[config.mk]
export PLATFORM = sky130hd
export DESIGN_NAME = sis_ctrl
export DESIGN_NICKNAME = d
export VERILOG_FILES = /design/src/core/sis_pkg.sv /design/src/core/sis_timer.sv /design/src/core/sis_ctrl.sv
export VERILOG_INCLUDE_DIRS = /design/src /design/src/core
export SDC_FILE = /design/constraint.sdc
export NUM_CORES = 1
export LEC_CHECK = 0
export BUFFER_PORTS_ARGS = -buffer_cell sky130_fd_sc_hd__buf_2
export CORE_MARGIN = 5
export CORE_UTILIZATION = 60
export DETAILED_ROUTE_END_ITERATION = 10
export PLACE_DENSITY = 0.9
export SLEW_MARGIN = 25
export SYNTH_ARGS = -nofsm -noshare
export SYNTH_HDL_FRONTEND = slang
export SYNTH_HIERARCHICAL = 1
export SYNTH_SLANG_ARGS = --single-unit
[constraint.sdc]
create_clock -name pclk -period 6.96 [get_ports pclk]
set_clock_uncertainty 0.05 [all_clocks]
set_input_delay 0.348 -clock pclk [delete_from_list [all_inputs] [get_ports pclk]]
set_output_delay 0.348 -clock pclk [all_outputs]
set_load 0.05 [all_outputs]
[src/core/sis_map.svh]
`ifndef SIS_MAP_SVH
`define SIS_MAP_SVH
// Operation
// - Hold CKE high, NOPs only, first idle
// - Issue reset mode write after first idle
// - Optional precharge all before reset
// - NOPs with CKE high after reset
// - Only mode reads until initialization completes
// - CKE low only by power-down rules
// - Proceed on auto-init timeout or done flag
// - Relaxed timing until configuration completes
// - Boot mode reads need 18-100 ns clock
// - Calibration write after auto-init phase
// - Never overlap calibration across devices
// - Wait calibration time before normal use
// - Write mode registers one, two, three
// - Any reset restarts from reset point
// - CKE low during power-off, outputs float
// - Reserved mode bits written as zero

// Clock and boot clock window, in ns
`define SIS_CLK_PERIOD_NS 25
`define SIS_BOOT_TCK_MIN_NS 18
`define SIS_BOOT_TCK_MAX_NS 100
// Waits in their printed units
`define SIS_INIT_IDLE_US 200
`define SIS_POST_RST_US 1
`define SIS_AUTO_INIT_MAX_US 10
`define SIS_ZQ_INIT_US 1
// Least times round up, longest times round down
`define SIS_CEIL_CYC(ns) (((ns) + `SIS_CLK_PERIOD_NS - 1) / `SIS_CLK_PERIOD_NS)
`define SIS_FLOOR_CYC(ns) ((ns) / `SIS_CLK_PERIOD_NS)
`define SIS_INIT_IDLE_CYC `SIS_CEIL_CYC(`SIS_INIT_IDLE_US * 1000)
`define SIS_POST_RST_CYC `SIS_CEIL_CYC(`SIS_POST_RST_US * 1000)
`define SIS_AUTO_INIT_CYC `SIS_FLOOR_CYC(`SIS_AUTO_INIT_MAX_US * 1000)
`define SIS_ZQ_INIT_CYC `SIS_CEIL_CYC(`SIS_ZQ_INIT_US * 1000)
// Mode register addresses and values
`define SIS_MA_INFO 8'h00
`define SIS_MA_FEAT1 8'h01
`define SIS_MA_FEAT2 8'h02
`define SIS_MA_IOCFG 8'h03
`define SIS_MA_CAL 8'h0a
`define SIS_MA_RESET 8'h3f
`define SIS_OP_RESET 8'h00
`define SIS_RFU_MASK_LO 8'h0f
`define SIS_DAI_BIT 0
// Own register offsets
`define SIS_OFF_CTRL 8'h00
`define SIS_OFF_MR1 8'h04
`define SIS_OFF_MR2 8'h08
`define SIS_OFF_MR3 8'h0c
`define SIS_OFF_CAL 8'h10
`define SIS_OFF_STATUS 8'h14
// Control bits
`define SIS_CTRL_START 0
`define SIS_CTRL_PREA_EN 1
`define SIS_CTRL_POWER_OFF 2
`define SIS_CTRL_REINIT 3
// Status bits
`define SIS_ST_READY 4
`define SIS_ST_TIMEOUT 5
`define SIS_ST_BOOT 6
`define SIS_ST_DAI_OK 7
// Reset values
`define SIS_RST_MR 8'h00
`define SIS_RST_PREA_EN 1'b0
`endif

[src/core/sis_pkg.sv]
package sis_pkg;
	// Command kinds on the command/address bus
	typedef enum logic [1:0] {SIS_NOP, SIS_PREA, SIS_MRW, SIS_MRR} sis_kind_t;
	// One command slot
	typedef struct packed {
		sis_kind_t kind;
		logic [7:0] ma;
		logic [7:0] op;
	} sis_cmd_t;
	// Mode read answer
	typedef struct packed {
		logic valid;
		logic [7:0] data;
	} sis_mrr_t;
	// Sequencer states
	typedef enum logic [3:0] {
		S_OFF, S_IDLE_WAIT, S_PREA, S_RESET, S_POST_RST, S_POLL_ISSUE, S_POLL_WAIT,
		S_ZQ, S_ZQ_WAIT, S_MR1, S_MR2, S_MR3, S_READY
	} sis_state_t;
endpackage

[src/core/sis_timer.sv]
`timescale 1ns/100ps
// Down counter: loads a count, then runs to zero and rests there
module sis_timer #(
	parameter int CNT_W = 16
) (
	input wire logic pclk,
	input wire logic presetn,
	input wire logic load,
	input wire logic [CNT_W-1:0] load_val,
	output logic expired
);
	logic [CNT_W-1:0] cnt_q; // Remaining cycles

	if (CNT_W < 2) begin : g_bad_width
		$error("sis_timer: CNT_W must be at least 2");
	end

	// Zero means the wait is over; a fresh load of a nonzero count clears it
	assign expired = (cnt_q == '0);

	////////////////////////////////////////////////////////////////////////
	// Count down, one cycle per edge
	always_ff @(posedge pclk or negedge presetn) begin
		if (!presetn) begin
			cnt_q <= '0;
		end else if (load) begin
			cnt_q <= load_val;
		end else if (cnt_q != '0) begin
			cnt_q <= cnt_q - 1'b1;
		end
	end
endmodule // sis_timer

[src/core/sis_ctrl.sv]
// Design decisions made here: the placing of the registers and the APB slave port.
`timescale 1ns/100ps
`include "sis_map.svh"
// Boot sequencer for a low-power SDRAM with an APB register port
module sis_ctrl import sis_pkg::*; #(
	parameter int CNT_W = 16,
	parameter int INIT_IDLE_CYC = `SIS_INIT_IDLE_CYC,
	parameter int CLK_PERIOD_NS = `SIS_CLK_PERIOD_NS
) (
	input wire logic pclk,
	input wire logic presetn,
	input wire logic psel,
	input wire logic penable,
	input wire logic pwrite,
	input wire logic [7:0] paddr,
	input wire logic [31:0] pwdata,
	output logic [31:0] prdata_q,
	output logic pready_q,
	output logic pslverr_q,
	output sis_cmd_t cmd_q,
	output logic cke_q,
	input wire sis_mrr_t mrr,
	output logic boot_timing_q,
	output logic ready_q
);
	localparam int POST_CYC = `SIS_POST_RST_CYC;
	localparam int AI_CYC = `SIS_AUTO_INIT_CYC;
	localparam int ZQ_CYC = `SIS_ZQ_INIT_CYC;

	////////////////////////////////////////////////////////////////////////
	// Elaboration checks
	// Mode reads are issued at this clock, so it must sit in the boot window
	if (CLK_PERIOD_NS < `SIS_BOOT_TCK_MIN_NS || CLK_PERIOD_NS > `SIS_BOOT_TCK_MAX_NS) begin : g_bad_clk
		$error("sis_ctrl: clock period outside boot window");
	end
	if (INIT_IDLE_CYC < 1 || INIT_IDLE_CYC >= (2 ** CNT_W)) begin : g_bad_idle
		$error("sis_ctrl: INIT_IDLE_CYC does not fit CNT_W");
	end
	if (AI_CYC >= (2 ** CNT_W) || AI_CYC <= POST_CYC) begin : g_bad_ai
		$error("sis_ctrl: auto-init wait does not fit CNT_W");
	end

	// Address decode for the error answer; the read mux compares addresses itself
	function automatic logic is_mapped(input logic [7:0] a);
		return a == `SIS_OFF_CTRL || a == `SIS_OFF_MR1 || a == `SIS_OFF_MR2 ||
			a == `SIS_OFF_MR3 || a == `SIS_OFF_CAL || a == `SIS_OFF_STATUS;
	endfunction

	////////////////////////////////////////////////////////////////////////
	// Declarations
	sis_state_t state_q, state_d; // Sequencer state
	logic prea_en_q; // Precharge all before reset
	logic [7:0] mr1_q, mr2_q, mr3_q, cal_q; // Configuration images
	logic timeout_q, timeout_d; // Auto-init ended by time, not by flag
	logic dai_ok_q, dai_ok_d; // Auto-init ended by the flag
	sis_cmd_t cmd_d; // Next command slot
	logic seq_load; // Load sequence timer
	logic [CNT_W-1:0] seq_val; // Sequence timer value
	logic seq_exp, ai_exp; // Timer expiries
	logic ai_load; // Auto-init timer start
	logic acc; // APB access completes this edge
	logic wr_ctrl; // Control write
	logic go_start, go_off, go_reinit; // Control pulses
	logic [31:0] rd_mux; // Read data
	logic [31:0] status_w; // Status word
	logic dai_clear; // Mode read shows auto-init done

	////////////////////////////////////////////////////////////////////////
	// APB slave: one access cycle, flop-driven answer
	assign acc = psel && penable && pready_q;
	assign wr_ctrl = acc && pwrite && paddr == `SIS_OFF_CTRL;
	assign go_start = wr_ctrl && pwdata[`SIS_CTRL_START];
	assign go_off = wr_ctrl && pwdata[`SIS_CTRL_POWER_OFF];
	assign go_reinit = wr_ctrl && pwdata[`SIS_CTRL_REINIT];
	assign status_w = {24'h000000, dai_ok_q, boot_timing_q, timeout_q, ready_q, 4'(state_q)};
	assign rd_mux = (paddr == `SIS_OFF_CTRL) ? {30'h0, prea_en_q, 1'b0} :
		(paddr == `SIS_OFF_MR1) ? {24'h000000, mr1_q} :
		(paddr == `SIS_OFF_MR2) ? {24'h000000, mr2_q} :
		(paddr == `SIS_OFF_MR3) ? {24'h000000, mr3_q} :
		(paddr == `SIS_OFF_CAL) ? {24'h000000, cal_q} :
		(paddr == `SIS_OFF_STATUS) ? status_w : 32'h00000000;

	// Answer is prepared in the setup cycle and shown in the access cycle
	always_ff @(posedge pclk or negedge presetn) begin
		if (!presetn) begin
			pready_q <= 1'b0;
			pslverr_q <= 1'b0;
			prdata_q <= 32'h00000000;
		end else begin
			pready_q <= psel && !penable;
			pslverr_q <= psel && !penable && !is_mapped(paddr);
			prdata_q <= (psel && !penable && !pwrite) ? rd_mux : 32'h00000000;
		end
	end

	// Configuration registers; reserved bits are dropped on the way in
	always_ff @(posedge pclk or negedge presetn) begin
		if (!presetn) begin
			prea_en_q <= `SIS_RST_PREA_EN;
			mr1_q <= `SIS_RST_MR;
			mr2_q <= `SIS_RST_MR;
			mr3_q <= `SIS_RST_MR;
			cal_q <= `SIS_RST_MR;
		end else if (acc && pwrite) begin
			if (paddr == `SIS_OFF_CTRL) prea_en_q <= pwdata[`SIS_CTRL_PREA_EN];
			if (paddr == `SIS_OFF_MR1) mr1_q <= pwdata[7:0];
			if (paddr == `SIS_OFF_MR2) mr2_q <= pwdata[7:0] & `SIS_RFU_MASK_LO;
			if (paddr == `SIS_OFF_MR3) mr3_q <= pwdata[7:0] & `SIS_RFU_MASK_LO;
			if (paddr == `SIS_OFF_CAL) cal_q <= pwdata[7:0];
		end
	end

	////////////////////////////////////////////////////////////////////////
	// Timers: one for the sequence waits, one for the auto-init limit
	sis_timer #(.CNT_W(CNT_W)) u_seq_tmr (
		.pclk(pclk),
		.presetn(presetn),
		.load(seq_load),
		.load_val(seq_val),
		.expired(seq_exp)
	);
	sis_timer #(.CNT_W(CNT_W)) u_ai_tmr (
		.pclk(pclk),
		.presetn(presetn),
		.load(ai_load),
		.load_val(CNT_W'(AI_CYC)),
		.expired(ai_exp)
	);

	// The auto-init limit runs from the reset command itself
	assign ai_load = (state_q == S_RESET);
	assign dai_clear = mrr.valid && !mrr.data[`SIS_DAI_BIT];

	////////////////////////////////////////////////////////////////////////
	// Sequencer next state and command slot
	always_comb begin
		state_d = state_q;
		cmd_d = '{kind: SIS_NOP, ma: 8'h00, op: 8'h00};
		seq_load = 1'b0;
		seq_val = '0;
		timeout_d = timeout_q;
		dai_ok_d = dai_ok_q;
		unique case (state_q)
			S_OFF: begin
				if (go_start) begin
					state_d = S_IDLE_WAIT;
					seq_load = 1'b1;
					seq_val = CNT_W'(INIT_IDLE_CYC);
				end
			end
			S_IDLE_WAIT: begin
				// NOPs with CKE high until the first idle is over
				if (seq_exp) state_d = prea_en_q ? S_PREA : S_RESET;
			end
			S_PREA: begin
				cmd_d.kind = SIS_PREA;
				state_d = S_RESET;
			end
			S_RESET: begin
				cmd_d = '{kind: SIS_MRW, ma: `SIS_MA_RESET, op: `SIS_OP_RESET};
				timeout_d = 1'b0;
				dai_ok_d = 1'b0;
				seq_load = 1'b1;
				seq_val = CNT_W'(POST_CYC);
				state_d = S_POST_RST;
			end
			S_POST_RST: begin
				if (seq_exp) state_d = S_POLL_ISSUE;
			end
			S_POLL_ISSUE: begin
				// Only mode reads of the info register while auto-init runs
				if (ai_exp) begin
					timeout_d = 1'b1;
					state_d = S_ZQ;
				end else begin
					cmd_d = '{kind: SIS_MRR, ma: `SIS_MA_INFO, op: 8'h00};
					state_d = S_POLL_WAIT;
				end
			end
			S_POLL_WAIT: begin
				if (dai_clear) begin
					dai_ok_d = 1'b1;
					state_d = S_ZQ;
				end else if (mrr.valid) begin
					state_d = S_POLL_ISSUE; // Flag still set: ask again
				end else if (ai_exp) begin
					timeout_d = 1'b1;
					state_d = S_ZQ;
				end
			end
			S_ZQ: begin
				// One device per bus, so calibrations never overlap
				cmd_d = '{kind: SIS_MRW, ma: `SIS_MA_CAL, op: cal_q};
				seq_load = 1'b1;
				seq_val = CNT_W'(ZQ_CYC);
				state_d = S_ZQ_WAIT;
			end
			S_ZQ_WAIT: begin
				if (seq_exp) state_d = S_MR1;
			end
			S_MR1: begin
				cmd_d = '{kind: SIS_MRW, ma: `SIS_MA_FEAT1, op: mr1_q};
				state_d = S_MR2;
			end
			S_MR2: begin
				cmd_d = '{kind: SIS_MRW, ma: `SIS_MA_FEAT2, op: mr2_q};
				state_d = S_MR3;
			end
			S_MR3: begin
				cmd_d = '{kind: SIS_MRW, ma: `SIS_MA_IOCFG, op: mr3_q};
				state_d = S_READY;
			end
			S_READY: begin
				state_d = S_READY;
			end
		endcase
		// Restart from the reset point; power-off beats everything
		if (go_reinit && state_q != S_OFF) begin
			state_d = prea_en_q ? S_PREA : S_RESET;
			cmd_d.kind = SIS_NOP;
			seq_load = 1'b0;
		end
		if (go_off) begin
			state_d = S_OFF;
			cmd_d.kind = SIS_NOP;
			seq_load = 1'b0;
		end
	end

	// Sequencer flops; CKE follows the next state so it never lags a command
	always_ff @(posedge pclk or negedge presetn) begin
		if (!presetn) begin
			state_q <= S_OFF;
			cmd_q <= '{kind: SIS_NOP, ma: 8'h00, op: 8'h00};
			cke_q <= 1'b0;
			timeout_q <= 1'b0;
			dai_ok_q <= 1'b0;
			boot_timing_q <= 1'b0;
			ready_q <= 1'b0;
		end else begin
			state_q <= state_d;
			cmd_q <= cmd_d;
			// CKE stays high in every state but off; power-down is never used here
			cke_q <= (state_d != S_OFF);
			timeout_q <= timeout_d;
			dai_ok_q <= dai_ok_d;
			boot_timing_q <= (state_d != S_OFF) && (state_d != S_READY);
			ready_q <= (state_d == S_READY);
		end
	end

	////////////////////////////////////////////////////////////////////////
	// Checker helpers: cycles since the last reset and calibration command
	logic [CNT_W-1:0] rst_age_q, zq_age_q;
	logic is_rst_cmd, is_zq_cmd;
	assign is_rst_cmd = cmd_q.kind == SIS_MRW && cmd_q.ma == `SIS_MA_RESET;
	assign is_zq_cmd = cmd_q.kind == SIS_MRW && cmd_q.ma == `SIS_MA_CAL;
	always_ff @(posedge pclk or negedge presetn) begin
		if (!presetn) begin
			rst_age_q <= '1;
			zq_age_q <= '1;
		end else begin
			rst_age_q <= is_rst_cmd ? '0 : (rst_age_q == '1 ? rst_age_q : rst_age_q + 1'b1);
			zq_age_q <= is_zq_cmd ? '0 : (zq_age_q == '1 ? zq_age_q : zq_age_q + 1'b1);
		end
	end
endmodule // sis_ctrl

After elaboration in Yosys (flattened, before gate mapping). Cells that the tools add are included. Widths: inputs -> output; s select.

Word-level logic and storage cells: 127. Flip-flop bits (word level): 94. Output and inout port bits: 55. Input port bits: 54.

Add/subtract/negate cells: 2. Equality and inequality tests: 22. Reduce and logical (&&, ||, !) cells: 44. Mux-type cells: 40.

Operator list (number): $pmux 16 s6 (1); $mux 16 (4); $mux 8 (7); $pmux 4 s12 (1); $mux 4 (9); $logic_not 16->1 (2); $reduce_bool 16->1 (2); $sub 16x1->16 const B (2); $pmux 13 s2 (1); $eq 4x4->1 const B (6); $mux 18 (1); $eq 4x3->1 const B (4); $eq 8x4->1 const B (2); $eq 8x5->1 const B (2); $logic_and 1x1->1 (13); $mux 13 (1); $reduce_and 2->1 (6); $mux 1 (9); $eq 4x2->1 const B (2); $eq 8x3->1 const B (1); $logic_not 8->1 (1); $reduce_bool 4->1 (2); $ne 2x2->1 const B (3); $pmux 2 s3 (1); 13 further kinds (25).

Depth between registers and ports, before layout.
Depth in word-level cells: 11. Mapped depth: 12. Gate-level depth less buffers: 11.

Cells and area by module. Netlist, hierarchy kept.

Modules (own cells, without submodules): sis_ctrl (seq. area each 1451.4 µm², area each 3304.4 µm², cells an instance 329, times used 1); sis_timer (seq. area each 400.4 µm², area each 999.7 µm², cells an instance 107, times used 2).

Least setup slack after synthesis. No wires, ideal clock.

Path type: flip-flop to flip-flop. Start point: register u_seq_tmr.cnt_q[0]. End point: register ready_q. Data required time: 6.789 ns. Path buffers: 0. Slack: 4.136 ns. Data arrival time: 2.653 ns. Library setup time: 0.121 ns. Stages on the path, launching flop included: 12. Clock period less this slack: 2.824 ns. Cell sequence: dfrtp_1 inv_1 ha_1 or4b_4 or4_4 nor4b_4 nor3_1 a31oi_1 a32oi_1 nand3_1 o21ai_0 and4bb_1.

Longest elaborated chain between the ends: 6. Elaborated cells on any way between the ends: 8. Classes of those cells: eq/ne: 1; mux: 6; reduce/logical: 1.

Ends and longest elaborated chain: start: declaration (RTL line sis_timer.sv:12) `logic [CNT_W-1:0] cnt_q;`; start signal: assignment (RTL line sis_timer.sv:27) `cnt_q <= load_val;`; start signal: assignment (RTL line sis_timer.sv:29) `cnt_q <= cnt_q - 1'b1;`; $logic_not 16->1 * (RTL line sis_timer.sv:19) `assign expired = (cnt_q == '0);`; net seq_exp (RTL line sis_ctrl.sv:59) `logic seq_exp, ai_exp;`; $mux 4, on equally long branches (RTL line sis_ctrl.sv:199, sis_ctrl.sv:153, sis_ctrl.sv:168); $pmux 4 s12 * (RTL line sis_ctrl.sv:143) `unique case (state_q)`; $mux 4 * (RTL line sis_ctrl.sv:218) `if (go_reinit && state_q != S_OFF) begin`; $mux 4 * (RTL line sis_ctrl.sv:223) `if (go_off) begin`; $eq 4x4->1 * (RTL line sis_ctrl.sv:248) `ready_q <= (state_d == S_READY);`; end signal: assignment (RTL line sis_ctrl.sv:248); end: declaration (RTL line sis_ctrl.sv:24) `output logic ready_q`.

The timed path passes the listed nets; every way through them passes the cells marked *. A chain may end at the register's enable or synchronous reset.

Worst setup path in the final report.
Start point: register u_seq_tmr.cnt_q[0]. End point: register boot_timing_q.

Longest elaborated chain between the ends: 7. Elaborated cells on any way between the ends: 10. Classes of those cells: eq/ne: 1; mux: 6; reduce/logical: 3.

Ends and longest elaborated chain: $logic_not 16->1 * (RTL line sis_timer.sv:19); net seq_exp (RTL line sis_ctrl.sv:59); $mux 4, on equally long branches (RTL line sis_ctrl.sv:199, sis_ctrl.sv:153, sis_ctrl.sv:168); $pmux 4 s12 * (RTL line sis_ctrl.sv:143); $mux 4 * (RTL line sis_ctrl.sv:218); $mux 4 * (RTL line sis_ctrl.sv:223); $ne 4x4->1 / $reduce_bool 4->1 (equally long branches) (RTL line sis_ctrl.sv:247) `boot_timing_q <= (state_d != S_OFF) && (state_d != S_READY);`; $logic_and 1x1->1 * (RTL line sis_ctrl.sv:247); end signal: assignment (RTL line sis_ctrl.sv:247); end: declaration (RTL line sis_ctrl.sv:23) `output logic boot_timing_q,`.

Marked as above.

==> out/metrics.yaml <==
synth_top_family_by_area: "simple AND/OR/NAND/NOR gates"
antenna_found_initial: 0
fp.dieH_um: 104
critical_path_required_ns: 7.11
clock_latency_ns: 0.36
via_per_inst: 6.10
status: "finished, final reports clean"
ys_async_sr_fraction: 1.00
crit_type: "reg2reg"
seqPwrFrac: 0.501
cts.sink_count: 90
antennaDiodeCount: 0
layout_setup_ws_ns: 3.60
critPathMaxFanout: 5
post-cts-setup-buffer-count: 0
synth_cell_types: 73
regArea_mm2: 0.00225
ys.warnings.count: 6
synthAdderAreaFrac: 0.00472
fin_setup_tns_ns: 0
drc_errors: 0
synth_edf_count: 0
postCtsHoldBufs: 1
syn_inst: 543
dp_hpwl_um: 8610
setup_viol: 0
ys.flop_type: "dfrtp_1"
worstSetupStartpointType: "register"
p_clk_frac: 0.235
combPwrFrac: 0.264
synth_xor_area_frac: 0.0297
post_drt_wl_per_cell_um: 16.6
synthToLayoutAreaGrowth_pct: 8.87
coreArea_mm2: 0.00868
fin_crit_sh: 0.483
cts_tree: "done"
cts_resized: 0
max_freq_ghz: 0.297
yosys.area_share.simple: 0.230
synth_area_mm2: 0.00530
syn_avg_cell_area_um2: 9.77
rows: 34
cts_max_path_buffers: 2
multi_input_area_mm2: 0.00287
worstMarginPinSlew_ns: 0.943
synthMuxAreaShare: 0.0939
drive_above_1_share: 0.225
die_area_mm2: 0.0108
p_leak_nw: 2.66
first_pass_iters: 5
drt_iter0_drc: 319
die_w_um: 104
io_pins: 109
ys_seq_area_frac: 0.425
finalHoldViolCount: 0
hold_ws_ns: 0.181
groute.usage.overall: 0.221
grt_pass1_vias: 4095
slew_violations: 0
clk_pin_slew_ns: 0.10
grt_pass1_wl_um: 20100
synth-compound-area-share: 0.144
initial_core_util: 0.611
overflow: 0
cellPowerDensity_mw_per_mm2: 248
max-slew-margin-rel: 0.371
drt-total-wl_um: 11900
rsz0062_at_grt: "false"
nFillCells: 689
vias: 4383
grt_max_degree: 48
place_inst: 701
crit_arrival_ns: 3.51
root_buffer: "clkbuf_8"
p_int_mw: 0.890
total_power_mw: 1.43
critPathCaptureType: "register"
vdd_drop_max_mv: 0.116
io_buffers: 51
final_antenna_net_count: 0
final_cell_count_no_fill: 718
swShare: 0.378
pre_cts_ws_ns: 3.62
p_switching_mw: 0.541
h-tree-depth: 3
hold_class: "in2reg"
nets: 661
period_needed_ns: 3.36
ys_ff_latch: 90
cts_buffers: 9
maxCapViolations: 0
place_congestion: 0.971
[power by group through the flow]
stage | clock (mW) | combinational, mW | sequential, mW
4_1_cts | 0.340 | 0.374 | 0.712
5_1_grt | 0.367 | 0.416 | 0.732
6_report | 0.336 | 0.378 | 0.716
3_5_place_dp | 0 | 0.372 | 0.721
3_3_place_gp | 0 | 0.354 | 0.712
2_1_floorplan | 0 | 0.338 | 0.679
[layer usage]
| layer | up-vias | share of wire | track usage |
|---|---|---|---|
| li1 | 2004 | - | - |
| met1 | 2128 | 0.40 | 0.291 |
| met2 | 211 | 0.49 | 0.361 |
| met3 | 40 | 0.083 | 0.0391 |
| met4 | 0 | 0.027 | 0.0888 |
| met5 | - | 0 | 0 |
[worst max-delay path: stages (launching register included)]
cell      delay [ns]
dfrtp_1         0.42
inv_1           0.10
ha_1            0.20
or4b_4          0.53
or4_4           0.45
nor4b_4         0.38
a31oi_1         0.15
a32oi_1         0.30
nand3_1         0.14
o21ai_0         0.21
o311ai_0        0.26
[cell usage in the layout (no fill, tap or decap), types with 16 or more instances in the layout]
cell,netlist,final
a21oi_1,26,26
dfrtp_1,90,89
buf_2,8,50
conb_1,2,50
mux2_2,30,30
mux2i_1,16,16
o21ai_0,18,18
nand2_1,52,52
nor2_1,49,49
xnor2_1,16,16
[path summary, 6_finish.rpt]
path	endpoint	startpoint	slack (ns)	cells after the start
worst min-delay path	mr1_q[5]	pwdata[5]	0.18	2
worst min register to register	mr2_q[0]	mr2_q[0]	0.49	1
min in group asynchronous	u_ai_tmr/cnt_q[4]	presetn	0.46	2
worst max-delay path	boot_timing_q	u_seq_tmr/cnt_q[0]	3.60	10
max in group asynchronous	state_q[1]	presetn	5.40	3
worst max register to register	boot_timing_q	u_seq_tmr/cnt_q[0]	3.60	10
[per-stage QoR]
step / utilization / cell area, um2
3_3_place_gp: 0.642 / 5570
2_1_floorplan: - / 5480
6_report: 0.665 / 5770
4_1_cts: 0.665 / 5770
3_5_place_dp: 0.642 / 5570
5_1_grt: 0.665 / 5770
[cells by family after synthesis]
family	after synthesis
and+or+nand+nor	208
AOI/OAI and AO/OA	113
DFF	90
buffers and inverters	64
muxes	46
xor gates and xnor gates	18
adders and majority gates	2
other	2
[state kept, by name (all words and copies together) (netlist names)]
name             cells
pready_q             1
mr1_q                8
mr2_q                4
pslverr_q            1
mr3_q                4
u_ai_tmr/cnt_q      16
state_q              4
dai_ok_q             1
ready_q              1
u_seq_tmr/cnt_q     16
timeout_q            1
cal_q                8
prdata_q             8
boot_timing_q        1
cke_q                1
prea_en_q            1
cmd_q               14
[cell type report]
class	count	share of cell area
Tap cell	108	0.0234
Timing Repair Buffer	55	0.0503
Sequential cell	90	0.390
Clock inverter	7	0.0104
Clock buffer	9	0.0215
Multi-Input combinational cell	437	0.496
Inverter	12	0.00780
[cells in the mapped netlist, types with 8 or more instances]
cell      instances  area [um2]
dfrtp_1          90        2250
nand2_1          52         195
nor2_1           49         184
mux2_2           30         338
buf_4            29         218
a21oi_1          26         130
o21ai_0          18        90.1
mux2i_1          16         160
xnor2_1          16         140
nand3_1          15        75.1
nor3_1           12        60.1
inv_1            11        41.3
clkbuf_1         10        37.5
o31ai_1          10        75.1
nor2b_1           9        56.3
o21ai_1           9        45.0
a22o_1            8        70.1
buf_2             8        40.0
No activity file was read; power rests on OpenSTA's default activity.
